===== src/cwl_pkg.sv =====
/*
  constants, types and the register map of the configuration word loader.
  assumes: one 100 MHz clock domain; flash answers a read while it stands.
*/
`default_nettype none

package cwl_pkg;

  // bus and word widths
  localparam int unsigned DATA_W = 32;
  localparam int unsigned NUM_CFG = 4;
  localparam int unsigned IDX_W = 2;

  // configuration word registers, at their boot flash byte addresses
  localparam logic [31:0] OFS_CFG3 = 32'h1fc0_2ff0;
  localparam logic [31:0] OFS_CFG2 = 32'h1fc0_2ff4;
  localparam logic [31:0] OFS_CFG1 = 32'h1fc0_2ff8;
  localparam logic [31:0] OFS_CFG0 = 32'h1fc0_2ffc;
  // loader control and status registers
  localparam logic [31:0] OFS_CTRL = 32'h0000_0000;
  localparam logic [31:0] OFS_PROG_DATA = 32'h0000_0004;
  localparam logic [31:0] OFS_FLASH_SUM = 32'h0000_0008;
  localparam logic [31:0] OFS_STATUS = 32'h0000_000c;
  localparam logic [31:0] OFS_CHECKSUM = 32'h0000_0010;

  // reset values: erased flash reads as all ones, word 0 top bit clear
  localparam logic [31:0] RST_CFG0 = 32'h7fff_ffff;
  localparam logic [31:0] RST_CFG123 = 32'hffff_ffff;
  localparam logic [31:0] ZERO_WORD = 32'h0000_0000;

  // boot flash layouts: address of word 0, words step down by four bytes
  localparam logic [31:0] STD_TOP = 32'h1fc0_2ffc;
  localparam logic [31:0] SMALL_TOP = 32'h1fc0_0bfc;
  localparam logic [31:0] DUAL_TOP = 32'h1fc4_ffcc;
  localparam logic [31:0] ALT_OFFSET = 32'h0000_0080;
  localparam logic [31:0] WORD_STEP = 32'h0000_0004;

  // field positions
  localparam int unsigned CTRL_IDX_LSB = 0;
  localparam int unsigned CTRL_GO_BIT = 8;
  localparam int unsigned CP_BIT = 28;
  localparam int unsigned OSC_LSB = 0;
  localparam int unsigned OSC_W = 3;
  localparam logic [2:0] INT_RC_CODE = 3'h0;
  localparam int unsigned ST_DONE_BIT = 0;
  localparam int unsigned ST_BUSY_BIT = 1;
  localparam int unsigned ST_CP_BIT = 2;
  localparam int unsigned ST_OSC_OK_BIT = 3;
  localparam int unsigned ST_REFUSED_BIT = 4;

  // timing: load of four words ends within this many cycles of release
  localparam int unsigned LOAD_CYCLES = 12;

  // placement of the configuration words in boot flash
  typedef enum logic [1:0] {LAYOUT_STD, LAYOUT_SMALL, LAYOUT_DUAL} cwl_layout_e;

  // loader sequence
  typedef enum logic [2:0] {
    ST_LOAD_REQ, ST_LOAD_CAP, ST_IDLE, ST_PROG_REQ, ST_PROG_CAP, ST_PROG_WR
  } cwl_state_e;

  // one request towards the boot flash
  typedef struct packed {
    logic rd;
    logic wr;
    logic [31:0] addr;
    logic [31:0] wdata;
  } cwl_flash_req_s;

endpackage : cwl_pkg

`default_nettype wire


===== src/cwl_loader.sv =====
/*
  configuration word loader: copies the four configuration words out of
  boot flash after every reset, serves them read only, programs words
  with one-way bit clearing, gates the oscillator choice and reports the
  masked checksum.
  assumes: flash read data is valid while the registered rd stands; register port
  strobes are one cycle long and never overlap.
*/
`timescale 1ns/100ps
`default_nettype none

// Notes on behaviour
// - erased flash bytes read as all ones
// - code protected device reports zero checksum
// - every reset reloads config words from flash
// - config bits only go one to zero
// - new config values wait for next reset
// - two wire mode forces internal RC oscillator
// - absent oscillator blocks programming, not the reset load
// - words at top of boot flash, step four
// - small variant places words lower
// - dual boot copy with alternate 0x80 lower
module cwl_loader #(
  parameter cwl_pkg::cwl_layout_e LAYOUT = cwl_pkg::LAYOUT_STD,
  parameter logic [31:0] MASK_CFG0 = 32'h110f_f00b,
  parameter logic [31:0] MASK_CFG1 = 32'h009f_f7a7,
  parameter logic [31:0] MASK_CFG2 = 32'h0007_0077,
  parameter logic [31:0] MASK_CFG3 = 32'h0000_0000,
  parameter logic [31:0] MASK_ID = 32'h000f_f000,
  // identifier value is arbitrary
  parameter logic [31:0] ID_WORD = 32'h0012_3456
) (
  input wire logic REF_CLK,
  input wire logic RESET_N,
  input wire logic [31:0] REG_ADDR,
  input wire logic [31:0] REG_WDATA,
  input wire logic REG_WR,
  input wire logic REG_RD,
  output logic [31:0] REG_RDATA,
  output cwl_pkg::cwl_flash_req_s FLASH_REQ,
  input wire logic [31:0] FLASH_RDATA,
  input wire logic TWO_WIRE_MODE,
  input wire logic ALT_COPY,
  input wire logic [7:0] OSC_PRESENT,
  output logic [2:0] OSC_SEL,
  output logic CODE_PROTECT,
  output logic LOAD_DONE
);

  ////////////////////////////////////////////////////////////////////////
  // state and storage

  cwl_pkg::cwl_state_e state_r, state_nxt; // loader sequence
  logic [31:0] cfg_r [cwl_pkg::NUM_CFG]; // loaded configuration words
  logic [1:0] idx_r, idx_nxt; // word being loaded or programmed
  logic load_done_r, load_done_nxt; // all four words loaded
  logic [31:0] prog_data_r; // new value asked for by software
  logic [31:0] old_word_r; // word read back before programming
  logic [31:0] flash_sum_r; // main plus boot flash byte sums
  logic refused_r; // set when a program request is refused (no oscillator or busy), cleared by an accepted one
  logic [31:0] checksum_r; // reported checksum
  logic [31:0] rdata_r; // read data register
  cwl_pkg::cwl_flash_req_s req_r, req_nxt; // flash request register
  logic [2:0] osc_r; // effective oscillator
  logic cp_r; // code protection active

  ////////////////////////////////////////////////////////////////////////
  // address decode and register strobes

  wire hit_ctrl = (REG_ADDR == cwl_pkg::OFS_CTRL);
  wire hit_prog = (REG_ADDR == cwl_pkg::OFS_PROG_DATA);
  wire hit_sum = (REG_ADDR == cwl_pkg::OFS_FLASH_SUM);
  wire hit_stat = (REG_ADDR == cwl_pkg::OFS_STATUS);
  wire hit_csum = (REG_ADDR == cwl_pkg::OFS_CHECKSUM);
  wire hit_cfg0 = (REG_ADDR == cwl_pkg::OFS_CFG0);
  wire hit_cfg1 = (REG_ADDR == cwl_pkg::OFS_CFG1);
  wire hit_cfg2 = (REG_ADDR == cwl_pkg::OFS_CFG2);
  wire hit_cfg3 = (REG_ADDR == cwl_pkg::OFS_CFG3);
  wire go_wr = REG_WR && hit_ctrl && REG_WDATA[cwl_pkg::CTRL_GO_BIT];
  wire [1:0] go_idx = REG_WDATA[cwl_pkg::CTRL_IDX_LSB +: cwl_pkg::IDX_W];

  ////////////////////////////////////////////////////////////////////////
  // flash word addresses

  // top of the chosen layout, alternate copy sits lower on dual parts
  wire [31:0] top_std = (LAYOUT == cwl_pkg::LAYOUT_SMALL) ?
    cwl_pkg::SMALL_TOP : cwl_pkg::STD_TOP;
  wire [31:0] top_dual = ALT_COPY ?
    (cwl_pkg::DUAL_TOP - cwl_pkg::ALT_OFFSET) : cwl_pkg::DUAL_TOP;
  wire [31:0] top_addr = (LAYOUT == cwl_pkg::LAYOUT_DUAL) ? top_dual : top_std;
  // word 0 at the top, word 3 lowest
  wire [31:0] idx_ofs = {30'h0, idx_nxt} * cwl_pkg::WORD_STEP;
  wire [31:0] word_addr = top_addr - idx_ofs;

  ////////////////////////////////////////////////////////////////////////
  // oscillator choice and flash access permission

  wire [2:0] osc_field = cfg_r[1][cwl_pkg::OSC_LSB +: cwl_pkg::OSC_W];
  wire [2:0] osc_eff = TWO_WIRE_MODE ? cwl_pkg::INT_RC_CODE : osc_field;
  wire osc_ok = OSC_PRESENT[osc_eff];
  // code protection bit is active when programmed to zero
  wire cp_now = load_done_r && !cfg_r[0][cwl_pkg::CP_BIT];

  ////////////////////////////////////////////////////////////////////////
  // masked byte sums

  // zero extended sum of the four bytes of a word
  function automatic logic [31:0] byte_sum(input logic [31:0] w);
    byte_sum = {24'h0, w[7:0]} + {24'h0, w[15:8]} + {24'h0, w[23:16]}
      + {24'h0, w[31:24]};
  endfunction : byte_sum

  wire [31:0] mask_cfg [cwl_pkg::NUM_CFG];
  assign mask_cfg[0] = MASK_CFG0;
  assign mask_cfg[1] = MASK_CFG1;
  assign mask_cfg[2] = MASK_CFG2;
  assign mask_cfg[3] = MASK_CFG3;
  wire [31:0] part_sum [cwl_pkg::NUM_CFG];

  // one masked byte sum per configuration word
  genvar g;
  generate
    for (g = 0; g < cwl_pkg::NUM_CFG; g = g + 1) begin : g_sum
      assign part_sum[g] = byte_sum(cfg_r[g] & mask_cfg[g]);
    end
  endgenerate

  wire [31:0] cfg_sum = part_sum[0] + part_sum[1] + part_sum[2] + part_sum[3];
  wire [31:0] id_sum = byte_sum(ID_WORD & MASK_ID);
  // wraps at 32 bits, then two's complement
  wire [31:0] total = flash_sum_r + cfg_sum + id_sum;
  wire [31:0] checksum_nxt = cp_now ? cwl_pkg::ZERO_WORD : (~total + 32'h0000_0001);

  ////////////////////////////////////////////////////////////////////////
  // read data selection

  wire [31:0] status_word = {27'h0, refused_r, osc_ok, cp_r,
    (state_r != cwl_pkg::ST_IDLE), load_done_r};
  wire [31:0] rd_sel =
    hit_cfg0 ? cfg_r[0] :
    hit_cfg1 ? cfg_r[1] :
    hit_cfg2 ? cfg_r[2] :
    hit_cfg3 ? cfg_r[3] :
    hit_ctrl ? {30'h0, idx_r} :
    hit_prog ? prog_data_r :
    hit_sum ? flash_sum_r :
    hit_stat ? status_word :
    hit_csum ? checksum_r : cwl_pkg::ZERO_WORD;

  ////////////////////////////////////////////////////////////////////////
  // sequence: next state and flash request

  always_comb begin
    state_nxt = state_r;
    idx_nxt = idx_r;
    load_done_nxt = load_done_r;
    req_nxt = '0;
    case (state_r)
      // issue a read of the current configuration word
      cwl_pkg::ST_LOAD_REQ: begin
        req_nxt.rd = 1'b1;
        state_nxt = cwl_pkg::ST_LOAD_CAP;
      end
      // data captured this cycle; move on or finish
      cwl_pkg::ST_LOAD_CAP: begin
        if (idx_r == 2'h3) begin
          load_done_nxt = 1'b1;
          state_nxt = cwl_pkg::ST_IDLE;
        end else begin
          idx_nxt = idx_r + 2'h1;
          state_nxt = cwl_pkg::ST_LOAD_REQ;
        end
      end
      // wait for a program request with a usable oscillator
      cwl_pkg::ST_IDLE: begin
        if (go_wr && osc_ok) begin
          idx_nxt = go_idx;
          state_nxt = cwl_pkg::ST_PROG_REQ;
        end
      end
      // read back the word about to be programmed
      cwl_pkg::ST_PROG_REQ: begin
        req_nxt.rd = 1'b1;
        state_nxt = cwl_pkg::ST_PROG_CAP;
      end
      cwl_pkg::ST_PROG_CAP: begin
        state_nxt = cwl_pkg::ST_PROG_WR;
      end
      // write: bits may only clear, never set
      cwl_pkg::ST_PROG_WR: begin
        req_nxt.wr = osc_ok;
        req_nxt.wdata = old_word_r & prog_data_r;
        state_nxt = cwl_pkg::ST_IDLE;
      end
      default: begin
        state_nxt = cwl_pkg::ST_IDLE;
      end
    endcase
    req_nxt.addr = (req_nxt.rd || req_nxt.wr) ? word_addr : cwl_pkg::ZERO_WORD;
  end

  ////////////////////////////////////////////////////////////////////////
  // sequence registers: every reset restarts the load at word 0

  always_ff @(posedge REF_CLK or negedge RESET_N) begin
    if (!RESET_N) begin
      state_r <= cwl_pkg::ST_LOAD_REQ;
      idx_r <= 2'h0;
      load_done_r <= 1'b0;
      req_r <= '0;
    end else begin
      state_r <= state_nxt;
      idx_r <= idx_nxt;
      load_done_r <= load_done_nxt;
      req_r <= req_nxt;
    end
  end

  ////////////////////////////////////////////////////////////////////////
  // configuration words: only the reset load writes them

  always_ff @(posedge REF_CLK or negedge RESET_N) begin
    if (!RESET_N) begin
      cfg_r[0] <= cwl_pkg::RST_CFG0;
      cfg_r[1] <= cwl_pkg::RST_CFG123;
      cfg_r[2] <= cwl_pkg::RST_CFG123;
      cfg_r[3] <= cwl_pkg::RST_CFG123;
    end else if (state_r == cwl_pkg::ST_LOAD_CAP) begin
      cfg_r[idx_r] <= FLASH_RDATA;
    end
  end

  ////////////////////////////////////////////////////////////////////////
  // software registers and read back

  always_ff @(posedge REF_CLK or negedge RESET_N) begin
    if (!RESET_N) begin
      prog_data_r <= cwl_pkg::RST_CFG123;
      flash_sum_r <= cwl_pkg::ZERO_WORD;
      old_word_r <= cwl_pkg::RST_CFG123;
      rdata_r <= cwl_pkg::ZERO_WORD;
    end else begin
      if (REG_WR && hit_prog) begin
        prog_data_r <= REG_WDATA;
      end
      if (REG_WR && hit_sum) begin
        flash_sum_r <= REG_WDATA;
      end
      if (state_r == cwl_pkg::ST_PROG_CAP) begin
        old_word_r <= FLASH_RDATA;
      end
      // read data stands only in the cycle after the strobe
      rdata_r <= REG_RD ? rd_sel : cwl_pkg::ZERO_WORD;
    end
  end

  ////////////////////////////////////////////////////////////////////////
  // refusal flag, set wins over clear

  always_ff @(posedge REF_CLK or negedge RESET_N) begin
    if (!RESET_N) begin
      refused_r <= 1'b0;
    end else if (go_wr && (!osc_ok || state_r != cwl_pkg::ST_IDLE)) begin
      refused_r <= 1'b1;
    end else if (go_wr) begin
      refused_r <= 1'b0;
    end
  end

  ////////////////////////////////////////////////////////////////////////
  // registered outputs

  always_ff @(posedge REF_CLK or negedge RESET_N) begin
    if (!RESET_N) begin
      checksum_r <= cwl_pkg::ZERO_WORD;
      osc_r <= cwl_pkg::INT_RC_CODE;
      cp_r <= 1'b0;
    end else begin
      checksum_r <= checksum_nxt;
      osc_r <= osc_eff;
      cp_r <= cp_now;
    end
  end

  assign REG_RDATA = rdata_r;
  assign FLASH_REQ = req_r;
  assign OSC_SEL = osc_r;
  assign CODE_PROTECT = cp_r;
  assign LOAD_DONE = load_done_r;

  ////////////////////////////////////////////////////////////////////////
  // checks

  // cycles since reset release, saturating
  logic [4:0] since_rst_r;
  always_ff @(posedge REF_CLK or negedge RESET_N) begin
    if (!RESET_N) begin
      since_rst_r <= 5'h00;
    end else if (since_rst_r != 5'h1f) begin
      since_rst_r <= since_rst_r + 5'h01;
    end
  end
endmodule : cwl_loader

`default_nettype wire


===== config.mk =====
export PLATFORM = sky130hd
export DESIGN_NAME = cwl_loader
export DESIGN_NICKNAME = d
export VERILOG_FILES = /design/src/cwl_pkg.sv /design/src/cwl_loader.sv
export SDC_FILE = /design/constraint.sdc
export NUM_CORES = 1
export LEC_CHECK = 0
export BUFFER_PORTS_ARGS = -buffer_cell sky130_fd_sc_hd__buf_2
export CORE_MARGIN = 2
export CORE_UTILIZATION = 53
export DETAILED_ROUTE_END_ITERATION = 8
export GPL_TIMING_DRIVEN = 0
export PLACE_DENSITY = 0.77
export SLEW_MARGIN = 10
export SYNTH_ARGS = -nofsm -noshare
export SYNTH_HDL_FRONTEND = slang
export SYNTH_SLANG_ARGS = --single-unit

===== constraint.sdc =====
create_clock -name REF_CLK -period 5.49 [get_ports REF_CLK]
set_clock_uncertainty 0.05 [all_clocks]
set_input_delay 0.2745 -clock REF_CLK [delete_from_list [all_inputs] [get_ports REF_CLK]]
set_output_delay 0.2745 -clock REF_CLK [all_outputs]
set_load 0.005 [all_outputs]

=== Yosys cells after proc, flatten, opt, wreduce, memory -nomap -nowiden ===
Cells that the tools add are included.

* Bits in registers: 365
* Input bits: 110
* Output and inout bits: 103

* $add $sub $neg: 13
* $lt $le $gt $ge: 3
* Equality and inequality tests: 16
* Muxes and demuxes: 29
* Bitwise gates (word level): 3
* Reduce and logical (&&, ||, !) cells: 17

{| class="wikitable"
|+ Operator list
! kind !! number
|-
| $mux W32 || 14
|-
| $bwmux W128 || 1
|-
| $eq A32 B29 Y1 const B || 4
|-
| $demux W32 S2 || 1
|-
| $eq A32 B4 Y1 const B || 2
|-
| $add A32 B1 Y32 const B || 1
|-
| $add A32 B13 Y32 || 1
|-
| $add A32 B6 Y32 const B || 1
|-
| $and A32 B32 Y32 || 1
|-
| $eq A32 B3 Y1 const B || 1
|-
| $eq A32 B5 Y1 const B || 1
|-
| $logic_not A32 Y1 || 1
|-
| $not A32 Y32 || 1
|-
| $sub A29 B4 Y30 const A || 1
|-
| $pmux W3 S5 || 1
|-
| $add A12 B8 Y13 || 1
|-
| $add A11 B10 Y12 || 1
|-
| $add A10 B5 Y11 || 1
|-
| $add A9 B4 Y10 || 1
|-
| $add A9 B8 Y10 || 1
|-
| $add A4 B8 Y9 || 1
|-
| $add A8 B8 Y9 || 1
|-
| $add A7 B3 Y8 || 1
|-
| $logic_and A1 B1 Y1 || 8
|-
| other kinds (22) || 33
|}

=== Longest topological paths before layout ===
Gate-level depths: netlist (run 1).

* Depth in word-level cells: 12
* Depth in mapped cells: 20

=== Worst setup path after synthesis (run 1) ===
Ideal clock, no wire load.

* Path kind: flip-flop to flip-flop
* Start: register cfg_r[65] in the netlist's numbering
* End: register checksum_r[19]
* Library setup time: 87 ps
* Data arrival time: 5,714 ps
* Required time: 5,353 ps
* Setup slack: -360 ps
* Stages on the path, launching flop included: 19
* Buffers on the path: 0
* Cells stage by stage: dfstp_2 -> inv_1 -> fa_1 -> inv_1 -> fa_1 -> fa_1 -> inv_1 -> fa_1 -> inv_1 -> fa_1 -> a211oi_2 -> o21ai_2 -> a21oi_4 -> o211ai_1 -> a211o_1 -> a2111o_1 -> or4_4 -> or3_1 -> o211ai_1

* Word-level cells in the longest chain between the ends: 9

{| class="wikitable"
|+ Ends and longest elaborated chain
! item !! line !! text
|-
| from (decl) || cwl_loader.sv:54 || <nowiki>logic [31:0] cfg_r [cwl_pkg::NUM_CFG];</nowiki>
|-
| $add A8 B8 Y9 || cwl_loader.sv:109 || <nowiki>byte_sum = {24'h0, w[7:0]} + {24'h0, w[15:8]} + {24'h0, w[23:16]}</nowiki>
|-
| $add A9 B8 Y10 || cwl_loader.sv:109 ||
|-
| $add A11 B10 Y12 || cwl_loader.sv:128 || <nowiki>wire [31:0] cfg_sum = part_sum[0] + part_sum[1] + part_sum[2] + part_sum[3];</nowiki>
|-
| $add A12 B8 Y13 || cwl_loader.sv:128 ||
|-
| $add A32 B13 Y32 || cwl_loader.sv:131 || <nowiki>wire [31:0] total = flash_sum_r + cfg_sum + id_sum;</nowiki>
|-
| $add A32 B6 Y32 || cwl_loader.sv:131 ||
|-
| $not A32 Y32 || cwl_loader.sv:132 || <nowiki>wire [31:0] checksum_nxt = cp_now ? cwl_pkg::ZERO_WORD : (~total + 32'h0000_0001);</nowiki>
|-
| $add A32 B1 Y32 || cwl_loader.sv:132 ||
|-
| $mux W32 || cwl_loader.sv:132 ||
|-
| net checksum_nxt[19] || cwl_loader.sv:132 ||
|-
| to (signal assigned) || cwl_loader.sv:275 || <nowiki>checksum_r <= cwl_pkg::ZERO_WORD;</nowiki>
|-
| to (signal assigned) || cwl_loader.sv:279 || <nowiki>checksum_r <= checksum_nxt;</nowiki>
|-
| to (decl) || cwl_loader.sv:61 || <nowiki>logic [31:0] checksum_r;</nowiki>
|}

The timed path passes the listed nets, and every way through them passes these cells.
A chain may end at the register's enable or synchronous reset.

=== Worst setup path after layout (run 1) ===
* Start: register cfg_r[48] in the netlist's numbering
* End: register checksum_r[19]

* Word-level cells in the longest chain between the ends: 7

{| class="wikitable"
|+ Ends and longest elaborated chain
! item !! line
|-
| $add A7 B3 Y8 || cwl_loader.sv:109
|-
| $add A12 B8 Y13 || cwl_loader.sv:128
|-
| $add A32 B13 Y32 || cwl_loader.sv:131
|-
| $add A32 B6 Y32 || cwl_loader.sv:131
|-
| $not A32 Y32 || cwl_loader.sv:132
|-
| $add A32 B1 Y32 || cwl_loader.sv:132
|-
| $mux W32 || cwl_loader.sv:132
|-
| net checksum_nxt[19] || cwl_loader.sv:132
|}

The timed path passes the listed nets, and every way through them passes these cells.

==> reports/qor.txt, run 1 <==
Max transition margin - 21.8%
Area occupied by multi-input gates - 7790 um2
Met1 usage in global routing - 40.4%
YS warnings - 0
Vias/cell - 6.00
Design Area, Final - 20900 um2
Core area - 31600 um2
Slew Viols, Final - 0
Required @ worst endpoint - 5.86 ns
Failing checks - negative setup slack
Minimum clock period - 5.85 ns
Lkg Pwr - 9.65 nW
Drt wl/cell - 22.2 um
Routability cong. - 0.944
Rows - 65
Number of global-route vias before repair - 13.4k
Worst setup margin - -0.361 ns
DR vias - 13.4k
Commonest non-fill, non-tap cell in the layout - mux2_2
WP data arrival - 6.22 ns
EDFF count, synth - 0
Max Root-Sink Buffers - 3
DIE WIDTH - 183 um
Largest net degree at the start of global routing - 104
Final wirelength - 49600 um
Critical Path Source Type - flop
DRC - 0
CTS buffer count - 36
Fill cells - 2292
CP Capture Type - flop
Die area - 33600 um2
Syn_area_per_cell - 11.6 um2
RSZ-0062 raised after global routing - yes
Non-Filler Instances - 2230
Share of cells above drive strength 1 - 43.2%
Grt ovf - 0
Clock latency on the worst-skew pair - 0.52 ns
Most used cell, CP - fa_1
Die height - 183 um
Root Buffer - clkbuf_16
Gr usage total - 29.6%
Initial antenna violation count - 0
CP max stage delay - 0.57 ns
Pwr dens - 275 nW/um2
Post-DP Area - 18700 um2
Most frequent cells in the layout - 202 x mux2_2, 198 x buf_2, 191 x dfstp_2
Hpwl dp - 35700 um
TritonCTS clock tree - done
Status - complete, but fails checks
Global-route wire length before repair - 76100 um
Hold Slack - 0.0163 ns
Max Fclk - 0.171 GHz
Register area share after synthesis - 50.7%
Worst VDD drop - 0.186 mV
Final nets - 1968
Crit path max fanout - 4
Reg area - 8650 um2
Hold Crit Class - input pin to flop
Worst-margin pin slew - 1.16 ns
Setup TNS - -4.19 ns
Max-Cap Viols - 0
Setup violators final - 17
Most used DFF post-synth - dfstp_2
Ports - 213
Detailed router's first-iteration violation count - 1362
Post-layout util - 66.1%
Starting Density - 53.9%
Clock Sinks - 336
PortBufs - 197
Crit path max-delay cell type - dfstp_2
Clock transition at the registers of the reported paths - 0.07 ns
DR pass1 iterations - 7
Top Usage Layer GRT - met2
Met3 Use GR - 3.75%
Area growth from synthesis to layout - 22.7%
Post-synthesis register bit count - 336
Synthesized cell area - 17000 um2
Antenna diode count - 0
Final hold vios - 0
Crit-path cells - fa_1 > inv_1 > fa_1 > fa_1 > fa_1 > fa_2 > inv_1 > fa_2 > a211oi_4 > o21ai_4 > a21oi_4 > o211ai_1 > a211o_1 > a2111o_1 > or4_4 > or3_1 > o211ai_1
Htree depth - 2
Distinct cells, synth - 84
Asr flop ratio synth - 100%
Fin crit share - 107%
Worst Setup Path Type - flop to flop
Post-Place Cells - 2087
Syn Inst Count - 1471
Met2 GRT Util - 48.5%
Antenna Nets Post-Route - 0
metal layers:
metal	vias to the layer above	share of wire [%]	wire length (um)
met1	6736	42	20600
met5	-	0	0
met3	138	7.2	3580
li1	5863	-	-
met2	646	47	23500
met4	0	3.9	1910
registers in the layout (all words and copies together), names as in the netlist:
name          cells
LOAD_DONE         1
prog_data_r      32
CODE_PROTECT      1
refused_r         1
state_r           3
old_word_r       32
FLASH_REQ        37
checksum_r       32
flash_sum_r      32
REG_RDATA        32
cfg_r           128
OSC_SEL           3
idx_r             2
worst paths after layout:
check                                        from                    endpoint  slack (ns)  cells after the start
max in group asynchronous                 RESET_N  old_word_r[24]$_DFFE_PN1P_        3.90                      4
setup reg to reg            cfg_r[48]$_DFFE_PN1P_    checksum_r[19]$_DFF_PN0_       -0.36                     17
hold / removal                    FLASH_RDATA[15]       cfg_r[79]$_DFFE_PN1P_        0.02                      3
min in group asynchronous                 RESET_N     FLASH_REQ[14]$_DFF_PN0_        0.26                      2
hold reg to reg            cfg_r[107]$_DFFE_PN1P_     REG_RDATA[11]$_DFF_PN0_        0.45                      2
setup / recovery            cfg_r[48]$_DFFE_PN1P_    checksum_r[19]$_DFF_PN0_       -0.36                     17
power by group:
group	switching, W	total (W)	internal, W
sequential	0.0000289	0.00259	0.00256
combinational	0.000336	0.000587	0.000251
clock	0.00102	0.00257	0.00155
final cells by class:
class | count | area share [%]
Timing Repair Buffer | 279 | 8.71
Inverter | 86 | 1.56
Clock inverter | 18 | 1.00
Buffer | 106 | 2.64
Tap cell | 402 | 2.41
Multi-Input combinational cell | 955 | 37.3
Sequential cell | 336 | 41.4
Clock buffer | 48 | 5.06
what timing repair did:
item                                   CTS  global route
setup endpoints to repair               20            22
gates resized for setup                 32            15
endpoints found under the hold margin  133             0
pin swaps                               21            16
setup buffers                           16            12
hold buffers                            50             0
worst max-delay path, delay by kind of cell, from the launching register on:
kind	cells	cell delay [ns]
fa+ha+maj	6	2.50
compound gates	7	1.60
simple gates	2	0.86
flops	1	0.57
buf+inv	2	0.16
metrics by stage:
step,total power (W),setup WS (ns)
after floorplan,0.00292,-0.0155
after global placement,0.00310,-1.95
after detailed placement,0.00313,-0.883
after CTS,0.00575,-0.352
after global routing,0.00595,-0.481
final,0.00575,-0.361
Yosys cell counts, drive strengths merged (32+ instances only):
| cell | number | share of area [%] |
|---|---|---|
| nand2 | 104 | 2.3 |
| and3 | 45 | 1.7 |
| dfstp | 191 | 29 |
| buf | 44 | 1.8 |
| mux2 | 202 | 13 |
| a221oi | 32 | 1.6 |
| clkbuf | 62 | 1.4 |
| o21ai | 93 | 2.8 |
| nor2 | 74 | 1.6 |
| dfrtp | 145 | 21 |
| inv | 86 | 1.9 |
cell families after synthesis:
family          synth area share (%)
flops                           50.7
other cells                   0.0220
xor+xnor                        1.90
mux                             14.1
buf+inv                         5.15
fa+ha+maj                       5.62
compound gates                  11.6
simple gates                    10.9
Note: power is estimated with default switching activity, not from simulation.
==> run 2: changes to the inputs <==
--- a/config.mk
+++ b/config.mk
@@ -11,6 +11,7 @@
 export DETAILED_ROUTE_END_ITERATION = 8
 export GPL_TIMING_DRIVEN = 0
 export PLACE_DENSITY = 0.77
+export RECOVER_POWER = 100
 export SLEW_MARGIN = 10
 export SYNTH_ARGS = -nofsm -noshare
 export SYNTH_HDL_FRONTEND = slang
==> reports/qor.txt, run 2 (same netlist as run 1, synthesis figures left out) <==
Critical Path Source Type - flop
Top delay family on crit path - adder cells
Failing checks - max-capacitance violations, max-slew violations, negative setup slack
Most frequent cells in the layout - 201 x mux2_2, 190 x dfstp_2, 159 x buf_2
Required @ worst endpoint - 5.86 ns
DR vias - 13.3k
Worst setup margin - -0.391 ns
Post-layout util - 65.8%
R2R Path Start - cfg_r[64]$_DFFE_PN1P_
Power, Total - 0.00574 W
Status - complete, but fails checks
RSZ-0062 raised after global routing - yes
Crit path max-delay cell type - dfstp_1
Max Fclk - 0.170 GHz
Drt wl/cell - 22.3 um
Die height - 183 um
PortBufs - 197
Clock Sinks - 336
Area growth from synthesis to layout - 22.1%
Fin crit share - 107%
WP buf/inv - 2
CP max stage delay - 0.58 ns
Starting Density - 53.9%
Most used cell, CP - fa_1
Root Buffer - clkbuf_16
Minimum clock period - 5.88 ns
Core area - 31600 um2
Max Root-Sink Buffers - 3
Pwr dens - 276 nW/um2
Clock transition at the registers of the reported paths - 0.06 ns
Pre-CTS WS - -0.883 ns
Routability cong. - 0.944
Worst reg2reg setup slack - -0.39 ns
Slew Viols, Final - 94
Setup violators final - 17
Crit-path cells - fa_1 > inv_1 > fa_1 > fa_1 > fa_1 > fa_2 > inv_1 > fa_2 > a211oi_4 > o21ai_4 > a21oi_4 > o211ai_1 > a211o_1 > a2111o_1 > or4_4 > or3_1 > o211ai_1
Hold EP - cfg_r[79]$_DFFE_PN1P_
Die area - 33600 um2
Final wirelength - 49600 um
Lkg Pwr - 9.46 nW
Global-route wire length before repair - 76100 um
Share of cells above drive strength 1 - 40.7%
TritonCTS clock tree - done
DR pass1 iterations - 6
Detailed router's first-iteration violation count - 1514
Hold Slack - 0.00764 ns
Reg-to-Reg End - checksum_r[19]$_DFF_PN0_
Hold Path Cell Cnt - 3
Most flop-heavy register - cfg_r
DIE WIDTH - 183 um
Antenna Nets Post-Route - 0
Number of global-route vias before repair - 13.4k
Largest register FFs - 128
Crit path max fanout - 4
Worst-margin pin slew - 4.40 ns
CTS buffer count - 36
Gr usage total - 29.6%
Worst Setup Path Type - flop to flop
Ports - 213
DRC - 0
Commonest non-fill, non-tap cell in the layout - mux2_2
Antenna diode count - 0
R2r worst-path depth - 17
CP Capture Type - flop
Vias/cell - 5.97
Grt ovf - 0
Largest net degree at the start of global routing - 104
Worst VDD drop - 0.185 mV
Rows - 65
Clock latency on the worst-skew pair - 0.52 ns
Hpwl dp - 35700 um
HP Start - FLASH_RDATA[15]
Htree depth - 2
Initial antenna violation count - 0
Final nets - 1968
Max-Cap Viols - 3
Final hold vios - 0
Hold Crit Class - input pin to flop
WP data arrival - 6.25 ns
Max transition margin - -193%
Fill cells - 2325
-- run 2: cell count changes in the layout (fill, tap and decap cells not counted), sizes merged --
cell | before | now
buf | 273 | 209
clkbuf | 109 | 173
-- run 2: how the worst max path moves through the flow --
| stage | from | endpoint | slack [ns] | cells after the start |
|---|---|---|---|---|
| 2_1_floorplan | cfg_r[64]$_DFFE_PN1P_ | checksum_r[19]$_DFF_PN0_ | -0.02 | 17 |
| 3_3_place_gp | RESET_N | REG_RDATA[29]$_DFF_PN0_ | -1.95 | 1 |
| 3_5_place_dp | cfg_r[64]$_DFFE_PN1P_ | checksum_r[30]$_DFF_PN0_ | -0.88 | 18 |
| 4_1_cts | cfg_r[65]$_DFFE_PN1P_ | checksum_r[19]$_DFF_PN0_ | -0.35 | 18 |
| 5_1_grt | cfg_r[38]$_DFFE_PN1P_ | checksum_r[19]$_DFF_PN0_ | -0.48 | 19 |
| 6_report | cfg_r[64]$_DFFE_PN1P_ | checksum_r[19]$_DFF_PN0_ | -0.39 | 17 |
-- run 2: through the flow --
step	cells	TNS [ns]	area [um2]
2_1_floorplan	1484	-0.0155	17100
3_3_place_gp	2083	-288.84	18600
3_5_place_dp	2087	-10.59	18700
4_1_cts	2218	-3.78	20700
5_1_grt	2230	-8.88	20800
6_report	2230	-4.46	20800
-- run 2: repair_timing --
item,in CTS,in global routing
hold buffers,50,0
buffers inserted,16,12
pin swaps,21,16
resized for setup,32,15
setup endpoints to repair,20,22
hold endpoints to repair,133,0
cloned,0,0
-- run 2: worst register-to-register path: cells and delay by family (launching register included) --
kind / cells / cell delay, ns
DFF: 1 / 0.58
adders and majority gates: 6 / 2.51
and+or+nand+nor: 2 / 0.86
AOI/OAI and AO/OA: 7 / 1.62
buffers and inverters: 2 / 0.16
-- run 2: layer usage --
| metal | GRT usage (%) | vias up | part of all wire [%] |
|---|---|---|---|
| li1 | - | 5858 | - |
| met1 | 40.4 | 6656 | 42 |
| met2 | 48.5 | 673 | 47 |
| met3 | 3.75 | 128 | 7.3 |
| met4 | 11.7 | 0 | 3.7 |
| met5 | 0 | - | 0 |
-- run 2: power breakdown --
group | internal, W | switching, W | total (W)
Sequential | 0.00256 | 0.0000291 | 0.00259
Combinational | 0.000249 | 0.000334 | 0.000583
Clock | 0.00155 | 0.00102 | 0.00257
-- run 2: area by class of cell --
class | instances | area (um2) | share of cell area, %
Inverter | 86 | 325 | 1.56
Timing Repair Buffer | 279 | 1740 | 8.35
Buffer | 106 | 552 | 2.65
Tap cell | 402 | 503 | 2.42
Clock inverter | 18 | 209 | 1.00
Multi-Input combinational cell | 955 | 7770 | 37.4
Sequential cell | 336 | 8650 | 41.6
Clock buffer | 48 | 1060 | 5.09
